File: src/verilog/pdt_pkg.sv
// package for the pulse-width converter block: register map, field layout,
// reset values, tick timing and the state carrier.
// assumes aclk runs at the crystal rate, so one tick is three clock cycles.
package pdt_pkg;

	// ----------------------------------------
	// timing
	// ----------------------------------------
	localparam int          XTAL_PER_TICK      = 3;
	localparam logic [1:0]  TICK_LAST          = 2'(XTAL_PER_TICK - 1);
	localparam int          SHORT_PERIOD_TICKS = 64;
	localparam logic [5:0]  SHORT_LAST         = 6'(SHORT_PERIOD_TICKS - 1);
	localparam int          SUB_TICKS          = 128;
	localparam logic [6:0]  SUB_LAST           = 7'(SUB_TICKS - 1);

	// ----------------------------------------
	// register byte offsets
	// ----------------------------------------
	localparam logic [5:0]  OFF_CTRL   = 6'h00;
	localparam logic [5:0]  OFF_DUTY0  = 6'h04;
	localparam logic [5:0]  OFF_COARSE = 6'h18;
	localparam logic [5:0]  OFF_FINE   = 6'h1C;
	localparam logic [5:0]  OFF_STATUS = 6'h20;
	localparam logic [5:0]  OFF_PORT   = 6'h24;

	// ----------------------------------------
	// fields and reset values
	// ----------------------------------------
	localparam int          CTRL_SH_SEL_LSB  = 0;
	localparam int          CTRL_SH_POL_BIT  = 5;
	localparam int          CTRL_TUN_POL_BIT = 6;
	localparam int          CTRL_TUN_SEL_BIT = 7;
	localparam logic [7:0]  CTRL_RST         = 8'h40;
	localparam int          STAT_WAIT_BIT    = 0;
	localparam int          STAT_SETTLE_BIT  = 1;
	localparam int          STAT_WORK_LSB    = 8;
	localparam logic [1:0]  RESP_OKAY        = 2'h0;
	localparam logic [1:0]  RESP_SLVERR      = 2'h2;

	// ----------------------------------------
	// types
	// ----------------------------------------
	typedef struct packed {
		logic       tun_sel;
		logic       tuning_polarity;
		logic       short_pwm_polarity;
		logic [4:0] short_pwm_pin_select;
	} pdt_ctl_s;

	typedef enum logic [2:0] {
		LD_IDLE   = 3'h1,
		LD_WAIT   = 3'h2,
		LD_SETTLE = 3'h4
	} pdt_ld_e;

	typedef struct packed {
		pdt_ctl_s        ctl;
		logic [5:0]      port_out;
		logic [4:0][5:0] short_pwm_duty_value;
		logic [4:0][5:0] duty_lat;
		logic [5:0]      scnt;
		logic [6:0]      coarse_staging_latch;
		logic [6:0]      fine_staging_latch;
		pdt_ld_e         ld;
		logic [13:0]     tuning_working_latch;
		logic [13:0]     active;
		logic [13:0]     tcnt;
		logic [5:0]      pin;
		logic            awready;
		logic            wready;
		logic            aw_got;
		logic            w_got;
		logic [5:0]      waddr;
		logic [31:0]     wdata;
		logic            wlane0;
		logic            bvalid;
		logic [1:0]      bresp;
		logic            arready;
		logic            rvalid;
		logic [31:0]     rdata;
		logic [1:0]      rresp;
	} pdt_state_s;

	typedef struct packed {
		logic [1:0] cnt;
		logic       tick;
	} pdt_div_s;

endpackage

File: src/verilog/pdt_tick_div.sv
// tick divider: one-cycle enable every third clock.
// assumes a synchronous active-low reset on the same clock.
`timescale 1ns/100ps
module pdt_tick_div (
	input  wire logic aclk,
	input  wire logic aresetn,
	output logic      tick
);
	pdt_pkg::pdt_div_s st;
	pdt_pkg::pdt_div_s next_st;

	always_comb begin
		next_st = st;
		next_st.cnt = (st.cnt == pdt_pkg::TICK_LAST) ? 2'h0 : st.cnt + 2'h1;
		next_st.tick = (st.cnt == pdt_pkg::TICK_LAST);
	end

	always_ff @(posedge aclk) begin
		if (!aresetn) begin
			st <= '0;
		end else begin
			st <= next_st;
		end
	end

	assign tick = st.tick;
endmodule // pdt_tick_div

File: src/verilog/pdt_top.sv
// five short pulse-width channels and one 14-bit tuning pulse output,
// with an AXI4-Lite register slave.
// assumes aclk at the crystal rate and RC integrators on the pins.
`timescale 1ns/100ps
// Notes on behaviour
// - five 6-bit channels, 64-tick period, one tick is three clocks
// - select bit one routes pulse to pin, zero gives plain port line
// - one polarity bit for all five channels; one inverts them
// - channel active for duty-value ticks out of 64
// - tuning output has 16384 levels from counter, latches, pulse control
// - tuning polarity one is default, zero inverts
// - 14-bit counter per tick; low 7 bits form 128-tick sub-period
// - 7-bit coarse and fine staging latches, 14-bit working latch
// - after a fine write, at next sub-period start both staging latches copy to working
// - new pattern appears one full sub-period after transfer
// - coarse pulse low for coarse+1 ticks each sub-period, then high
// - fine adds one-tick pulses at start of chosen sub-periods
// - each zero fine bit picks a fixed set of sub-periods
// - several zero fine bits give union of their pulses
// - tuning pin is a port line when tuning is not selected
module pdt_top (
	input  wire logic        aclk,
	input  wire logic        aresetn,
	input  wire logic [5:0]  s_axi_awaddr,
	input  wire logic        s_axi_awvalid,
	output logic             s_axi_awready,
	input  wire logic [31:0] s_axi_wdata,
	input  wire logic [3:0]  s_axi_wstrb,
	input  wire logic        s_axi_wvalid,
	output logic             s_axi_wready,
	output logic [1:0]       s_axi_bresp,
	output logic             s_axi_bvalid,
	input  wire logic        s_axi_bready,
	input  wire logic [5:0]  s_axi_araddr,
	input  wire logic        s_axi_arvalid,
	output logic             s_axi_arready,
	output logic [31:0]      s_axi_rdata,
	output logic [1:0]       s_axi_rresp,
	output logic             s_axi_rvalid,
	input  wire logic        s_axi_rready,
	output logic             tuning_shared_port_line,
	output logic [4:0]       shared_port_line
);
	pdt_pkg::pdt_state_s st;
	pdt_pkg::pdt_state_s next_st;
	logic                tick;
	logic [6:0]          fine_sel;
	logic [4:0]          short_pin_d;
	logic [6:0]          subn;
	logic                sub_start;
	logic                coarse_pulse;
	logic                fine_hit;
	logic                tun_lvl;
	logic                tun_pin_d;

	pdt_tick_div u_div (
		.aclk    (aclk),
		.aresetn (aresetn),
		.tick    (tick)
	);

	// ----------------------------------------
	// pulse generation
	// ----------------------------------------
	assign subn      = st.tcnt[13:7];
	assign sub_start = tick && (st.tcnt[6:0] == pdt_pkg::SUB_LAST);

	genvar gi;
	generate
		for (gi = 0; gi < 5; gi++) begin : g_short
			logic lvl;
			assign lvl = (st.scnt < st.duty_lat[gi]);
			assign short_pin_d[gi] = st.ctl.short_pwm_pin_select[gi]
				? (lvl ^ st.ctl.short_pwm_polarity)
				: st.port_out[gi + 1];
		end
		for (gi = 0; gi < 7; gi++) begin : g_fine
			localparam int          B = 6 - gi;
			localparam logic [6:0]  M = 7'((1 << B) - 1);
			// sub-periods whose lowest set bit is B
			assign fine_sel[gi] = !st.active[gi] && subn[B] && ((subn & M) == 7'h00);
		end
	endgenerate

	// coarse low through tick index coarse, i.e. coarse+1 ticks
	assign coarse_pulse = (st.tcnt[6:0] > st.active[13:7]);
	assign fine_hit     = (st.tcnt[6:0] == 7'h00) && (|fine_sel);
	assign tun_lvl      = coarse_pulse || fine_hit;
	assign tun_pin_d    = st.ctl.tun_sel
		? (st.ctl.tuning_polarity ? tun_lvl : !tun_lvl)
		: st.port_out[0];

	// ----------------------------------------
	// register read mux
	// ----------------------------------------
	function automatic logic [33:0] read_word(input pdt_pkg::pdt_state_s s,
		input logic [5:0] a);
		logic [31:0] d;
		logic [1:0]  r;
		d = 32'h0000_0000;
		r = pdt_pkg::RESP_OKAY;
		case ({a[5:2], 2'h0})
			pdt_pkg::OFF_CTRL:   d[7:0] = s.ctl;
			pdt_pkg::OFF_COARSE: d[6:0] = s.coarse_staging_latch;
			pdt_pkg::OFF_FINE:   d[6:0] = s.fine_staging_latch;
			pdt_pkg::OFF_PORT:   d[5:0] = s.port_out;
			pdt_pkg::OFF_STATUS: begin
				d[pdt_pkg::STAT_WAIT_BIT]   = (s.ld == pdt_pkg::LD_WAIT);
				d[pdt_pkg::STAT_SETTLE_BIT] = (s.ld == pdt_pkg::LD_SETTLE);
				d[pdt_pkg::STAT_WORK_LSB +: 14] = s.tuning_working_latch;
			end
			default: begin
				r = pdt_pkg::RESP_SLVERR;
				for (int i = 0; i < 5; i++) begin
					if ({a[5:2], 2'h0} == 6'(pdt_pkg::OFF_DUTY0 + 4 * i)) begin
						d[5:0] = s.short_pwm_duty_value[i];
						r = pdt_pkg::RESP_OKAY;
					end
				end
			end
		endcase
		return {r, d};
	endfunction

	// ----------------------------------------
	// next state
	// ----------------------------------------
	always_comb begin
		logic [5:0] wa;
		logic       wr;
		wa = {st.waddr[5:2], 2'h0};
		wr = st.aw_got && st.w_got && !st.bvalid;
		next_st = st;

		// counters, both move once per tick
		if (tick) begin
			next_st.scnt = st.scnt + 6'h01;
			next_st.tcnt = st.tcnt + 14'h0001;
			// duty sampled only at period wrap, so a write never cuts a pulse
			if (st.scnt == pdt_pkg::SHORT_LAST) begin
				next_st.duty_lat = st.short_pwm_duty_value;
			end
		end

		// working latch loader
		if (sub_start) begin
			next_st.active = st.tuning_working_latch;
		end
		case (st.ld)
			pdt_pkg::LD_IDLE: next_st.ld = pdt_pkg::LD_IDLE;
			pdt_pkg::LD_WAIT: begin
				if (sub_start) begin
					next_st.tuning_working_latch = {st.coarse_staging_latch,
						st.fine_staging_latch};
					next_st.ld = pdt_pkg::LD_SETTLE;
				end
			end
			pdt_pkg::LD_SETTLE: begin
				if (sub_start) begin
					next_st.ld = pdt_pkg::LD_IDLE;
				end
			end
			default: next_st.ld = pdt_pkg::LD_IDLE;
		endcase

		// write channel: address and data taken in either order
		if (s_axi_awvalid && st.awready) begin
			next_st.aw_got = 1'b1;
			next_st.waddr  = s_axi_awaddr;
		end
		if (s_axi_wvalid && st.wready) begin
			next_st.w_got  = 1'b1;
			next_st.wdata  = s_axi_wdata;
			next_st.wlane0 = s_axi_wstrb[0];
		end
		if (st.bvalid && s_axi_bready) begin
			next_st.bvalid = 1'b0;
		end
		if (wr) begin
			next_st.aw_got = 1'b0;
			next_st.w_got  = 1'b0;
			next_st.bvalid = 1'b1;
			next_st.bresp  = pdt_pkg::RESP_OKAY;
			case (wa)
				pdt_pkg::OFF_CTRL: begin
					if (st.wlane0) next_st.ctl = st.wdata[7:0];
				end
				pdt_pkg::OFF_COARSE: begin
					if (st.wlane0) next_st.coarse_staging_latch = st.wdata[6:0];
				end
				pdt_pkg::OFF_FINE: begin
					if (st.wlane0) begin
						next_st.fine_staging_latch = st.wdata[6:0];
						// a write beside a transfer wins: the new value goes next time
						next_st.ld = pdt_pkg::LD_WAIT;
					end
				end
				pdt_pkg::OFF_PORT: begin
					if (st.wlane0) next_st.port_out = st.wdata[5:0];
				end
				pdt_pkg::OFF_STATUS: next_st.bresp = pdt_pkg::RESP_OKAY;
				default: begin
					next_st.bresp = pdt_pkg::RESP_SLVERR;
					for (int i = 0; i < 5; i++) begin
						if (wa == 6'(pdt_pkg::OFF_DUTY0 + 4 * i)) begin
							next_st.bresp = pdt_pkg::RESP_OKAY;
							if (st.wlane0) next_st.short_pwm_duty_value[i] = st.wdata[5:0];
						end
					end
				end
			endcase
		end
		next_st.awready = !next_st.aw_got && !next_st.bvalid;
		next_st.wready  = !next_st.w_got && !next_st.bvalid;

		// read channel
		if (st.rvalid && s_axi_rready) begin
			next_st.rvalid = 1'b0;
		end
		if (s_axi_arvalid && st.arready) begin
			next_st.rvalid = 1'b1;
			{next_st.rresp, next_st.rdata} = read_word(st, s_axi_araddr);
		end
		next_st.arready = !next_st.rvalid;

		next_st.pin = {short_pin_d, tun_pin_d};
	end

	always_ff @(posedge aclk) begin
		if (!aresetn) begin
			st     <= '0;
			st.ctl <= pdt_pkg::CTRL_RST;
			st.ld  <= pdt_pkg::LD_IDLE;
		end else begin
			st <= next_st;
		end
	end

	// ----------------------------------------
	// outputs, all straight from the state register
	// ----------------------------------------
	assign s_axi_awready           = st.awready;
	assign s_axi_wready            = st.wready;
	assign s_axi_bvalid            = st.bvalid;
	assign s_axi_bresp             = st.bresp;
	assign s_axi_arready           = st.arready;
	assign s_axi_rvalid            = st.rvalid;
	assign s_axi_rdata             = st.rdata;
	assign s_axi_rresp             = st.rresp;
	assign tuning_shared_port_line = st.pin[0];
	assign shared_port_line        = st.pin[5:1];
endmodule // pdt_top
File: config.mk
export PLATFORM = sky130hd
export DESIGN_NAME = pdt_top
export DESIGN_NICKNAME = d
export VERILOG_FILES = /design/src/verilog/pdt_pkg.sv /design/src/verilog/pdt_tick_div.sv /design/src/verilog/pdt_top.sv
export SDC_FILE = /design/constraint.sdc
export NUM_CORES = 1
export LEC_CHECK = 0
export BUFFER_PORTS_ARGS = -buffer_cell sky130_fd_sc_hd__clkbuf_2
export CORE_MARGIN = 3
export CORE_UTILIZATION = 40
export DETAILED_ROUTE_END_ITERATION = 6
export GPL_TIMING_DRIVEN = 0
export PLACE_DENSITY = 0.6
export REMOVE_ABC_BUFFERS = 1
export SLEW_MARGIN = 20
export SYNTH_ARGS = -nofsm -noshare
export SYNTH_HDL_FRONTEND = slang
export SYNTH_SLANG_ARGS = --single-unit
File: constraint.sdc
create_clock -name aclk -period 3.4 [get_ports aclk]
set_input_delay 0.34 -clock aclk [delete_from_list [all_inputs] [get_ports aclk]]
set_output_delay 0.34 -clock aclk [all_outputs]
set_load 0.1 [all_outputs]
==> qor.csv <==
stage,metric,value,unit
run_status,status,"finished, final reports clean",
power,p_switching,1.17,mW
finish,seqCellArea,3840,µm²
finish,most-common-layout-cells,"dfxtp_1, nand2_1, a21boi_0",
routing,ant_nets,0,
timing,period_share,0.869,
finish,antennaDiodeCount,0,
logic_synthesis,synth_edf_count,0,
floorplan,io_pins,102,
global_routing,globalRouteTotalUtil,0.170,
logic_synthesis,synth-seq-cells,192,
power,clkPwrFrac,0.419,
logic_synthesis,yosysTopAreaCellShare,0.417,
clock_network,clk_pin_slew,70,ps
place,port_buffers,58,
finish,multi_input_area,4720,µm²
timing,period_needed,2960,ps
logic_synthesis,yosys.area_share.adder,0.0489,
global_routing,grt_pass1_vias,6194,
timing,rsz0062_at_grt,false,
clock_network,hold_buffers,0,
logic_synthesis,synth.area.mux_share,0.0810,
worst_setup_path,worstPathArrival,3310,ps
timing,skew,12.7,ps
logic_synthesis,yosys.area.top_type,dfxtp_1,
clock_network,clkLatencyLatePin,430,ps
logic_synthesis,synth.area.top_cells,"dfxtp_1, mux2i_1, a21boi_0",
logic_synthesis,avgSynthCellArea,8.79,µm²
logic_synthesis,synth-compound-area-share,0.143,
finish,finalNonFillerCells,1329,
timing,setup_slack,444,ps
finish,n_fill_cell,2162,
routing,via_per_inst,5.05,
global_routing,antenna_found_initial,0,
logic_synthesis,netlist_instances,1048,
logic_synthesis,yosys.area_share.simple,0.216,
timing,fin_setup_tns,0,ps
flow_run,cap_violations,0,
worst_setup_path,worstSetupEndpointType,flop,
clock_network,cts_sinks,192,
finish,layout_commonest_cell,dfxtp_1,
power,peakVddDrop,0.316,mV
routing,dr.pass1.iters,5,
finish,fin_util,0.449,
power,pwr-share-comb,0.072,
place,hpwl,14000,µm
power,cellLeakagePower,3.45,nW
finish,area_growth,8.26,%
routing,dr_total_vias,6717,
floorplan,fp.dieH,158,µm
floorplan,fp-row-count,54,
floorplan,fp.dieW,158,µm
worst_setup_path,timing_worst_setup_path_type,flop to flop,
timing,slew_headroom,0.280,
finish,drive_above_1_share,0.105,
global_routing,grt_pass1_wl,33400,µm
clock_network,numCtsBuffers,17,
power,power-per-cell-area,457,nW/µm²
logic_synthesis,seq_area_frac_synth,0.417,
timing,worst_pin_slew,1080,ps
worst_setup_path,cp_data_required_time,3760,ps
timing,whs,132,ps
floorplan,design.die.area,24900,µm²
finish,nets,1127,
timing,slew_violations,0,
clock_network,htreeDepth,4,
floorplan,coreArea,22200,µm²
global_routing,grt.overflow.total,0,
logic_synthesis,synth_xor_area_frac,0.0162,
place,dpl.cell_count,1297,
power,finalPower,4.56,mW
global_routing,grt_max_degree,150,
routing,route.detailed.drc,0,
clock_network,cts_tree,yes,
power,swShare,0.257,
clock_network,root_buffer,clkbuf_16,
power,p_int,3.39,mW
logic_synthesis,ys_types,58,
worst_setup_path,path_max_fanout,18,
place,place_area,9400,µm²
floorplan,initial_utilization,0.414,
worst_hold_path,hp-class,input port to flop,
timing,max_freq,338,MHz
worst_setup_path,crit_path_start_kind,flop,
worst_setup_path,r2r_slack,440,ps
timing,finalHoldViolCount,0,
logic_synthesis,netlist_area,9210,µm²
clock_network,clockBufferDepth,2,
place,place_congestion,0.771,
place,pre_cts_ws,-52.1,ps
finish,final_area,9970,µm²
clock_network,cts_setup_buffers,0,
logic_synthesis,synthFlopType,dfxtp_1,
routing,routed_wirelength,20800,µm
routing,wl_per_cell,15.7,µm
routing,drt_iter0_drc,383,
logic_synthesis,ys_warn_count,0,
timing,setup_viol,0,
logic_synthesis,postSynth.asyncResetShare,0,
power,sequentialPowerShare,0.509,
logic_synthesis,synth_top_family_by_area,simple AND/OR/NAND/NOR gates,
critical path, stage by stage, from the launching register on:
cell and delay, ps:
dfxtp_1 790, nand4_1 410, nor3_4 720, and2_1 580, nand2_1 190, a21boi_0 170
layer usage:
metal | routed length (µm) | vias up | global-route usage | share of wire
met5 | 0 | - | 0 | 0
met2 | 9430 | 103 | 0.271 | 0.45
li1 | - | 3475 | - | -
met3 | 679 | 23 | 0.0257 | 0.033
met1 | 10400 | 3116 | 0.239 | 0.50
met4 | 265 | 0 | 0.0508 | 0.013
power groups by stage:
| stage | sequential [mW] | combinational, mW | clock (mW) |
|---|---|---|---|
| finish | 2.32 | 0.330 | 1.91 |
| global route | 2.32 | 0.358 | 2.03 |
| CTS | 2.32 | 0.332 | 1.95 |
| detailed placement | 2.37 | 0.331 | 0 |
| global placement | 2.37 | 0.334 | 0 |
| floorplan | 2.42 | 0.166 | 0 |
flip-flops by register name, summed over array words and instances (netlist names):
name,flops
st,154
s_axi_rdata,22
shared_port_line,5
u_div.st,2
s_axi_arready,1
s_axi_awready,1
s_axi_bresp,1
s_axi_bvalid,1
s_axi_rresp,1
s_axi_rvalid,1
s_axi_wready,1
tuning_shared_port_line,1
u_div.tick,1
Yosys cell counts (all sizes together), types with 26 or more instances:
cell type    n
clkbuf      48
o21ai       39
and2        26
dfxtp      192
mux2i       70
nand2      180
nand3       32
ha          36
buf         55
inv         40
a21boi      93
nor2b       64
timing repair:
action                                  in CTS  in global routing
endpoints found under the setup margin       1                  1
hold endpoints to repair                     0                  0
gates resized for setup                      1                  1
cloned                                       0                  0
path summary, 6_finish.rpt:
check,startpoint,to,depth (start not counted)
worst max-delay path,u_div.tick$_SDFF_PN0_,st[123]$_SDFFE_PN0P_,5
worst max register to register,u_div.tick$_SDFF_PN0_,st[123]$_SDFFE_PN0P_,5
worst min-delay path,s_axi_wdata[4],st[44]$_SDFFE_PN0P_,3
worst min register to register,u_div.st[1]$_SDFF_PP0_,u_div.st[1]$_SDFF_PP0_,1
layout make-up:
class / count / share of cell area
clock buffers: 22 / 0.0486
clock inverters: 10 / 0.00790
inverters: 40 / 0.0151
multi-input cells: 724 / 0.473
flip-flops and latches: 192 / 0.385
well taps: 280 / 0.0351
repair buffers: 61 / 0.0346
kinds of logic after synthesis:
logic type                 Yosys count
DFF                                192
and+or+nand+nor                    390
buffers and inverters              143
muxes                               74
xor gates and xnor gates            17
other                                1
adders and majority gates           36
AOI/OAI and AO/OA                  195
No activity file was read; power rests on OpenSTA's default activity.
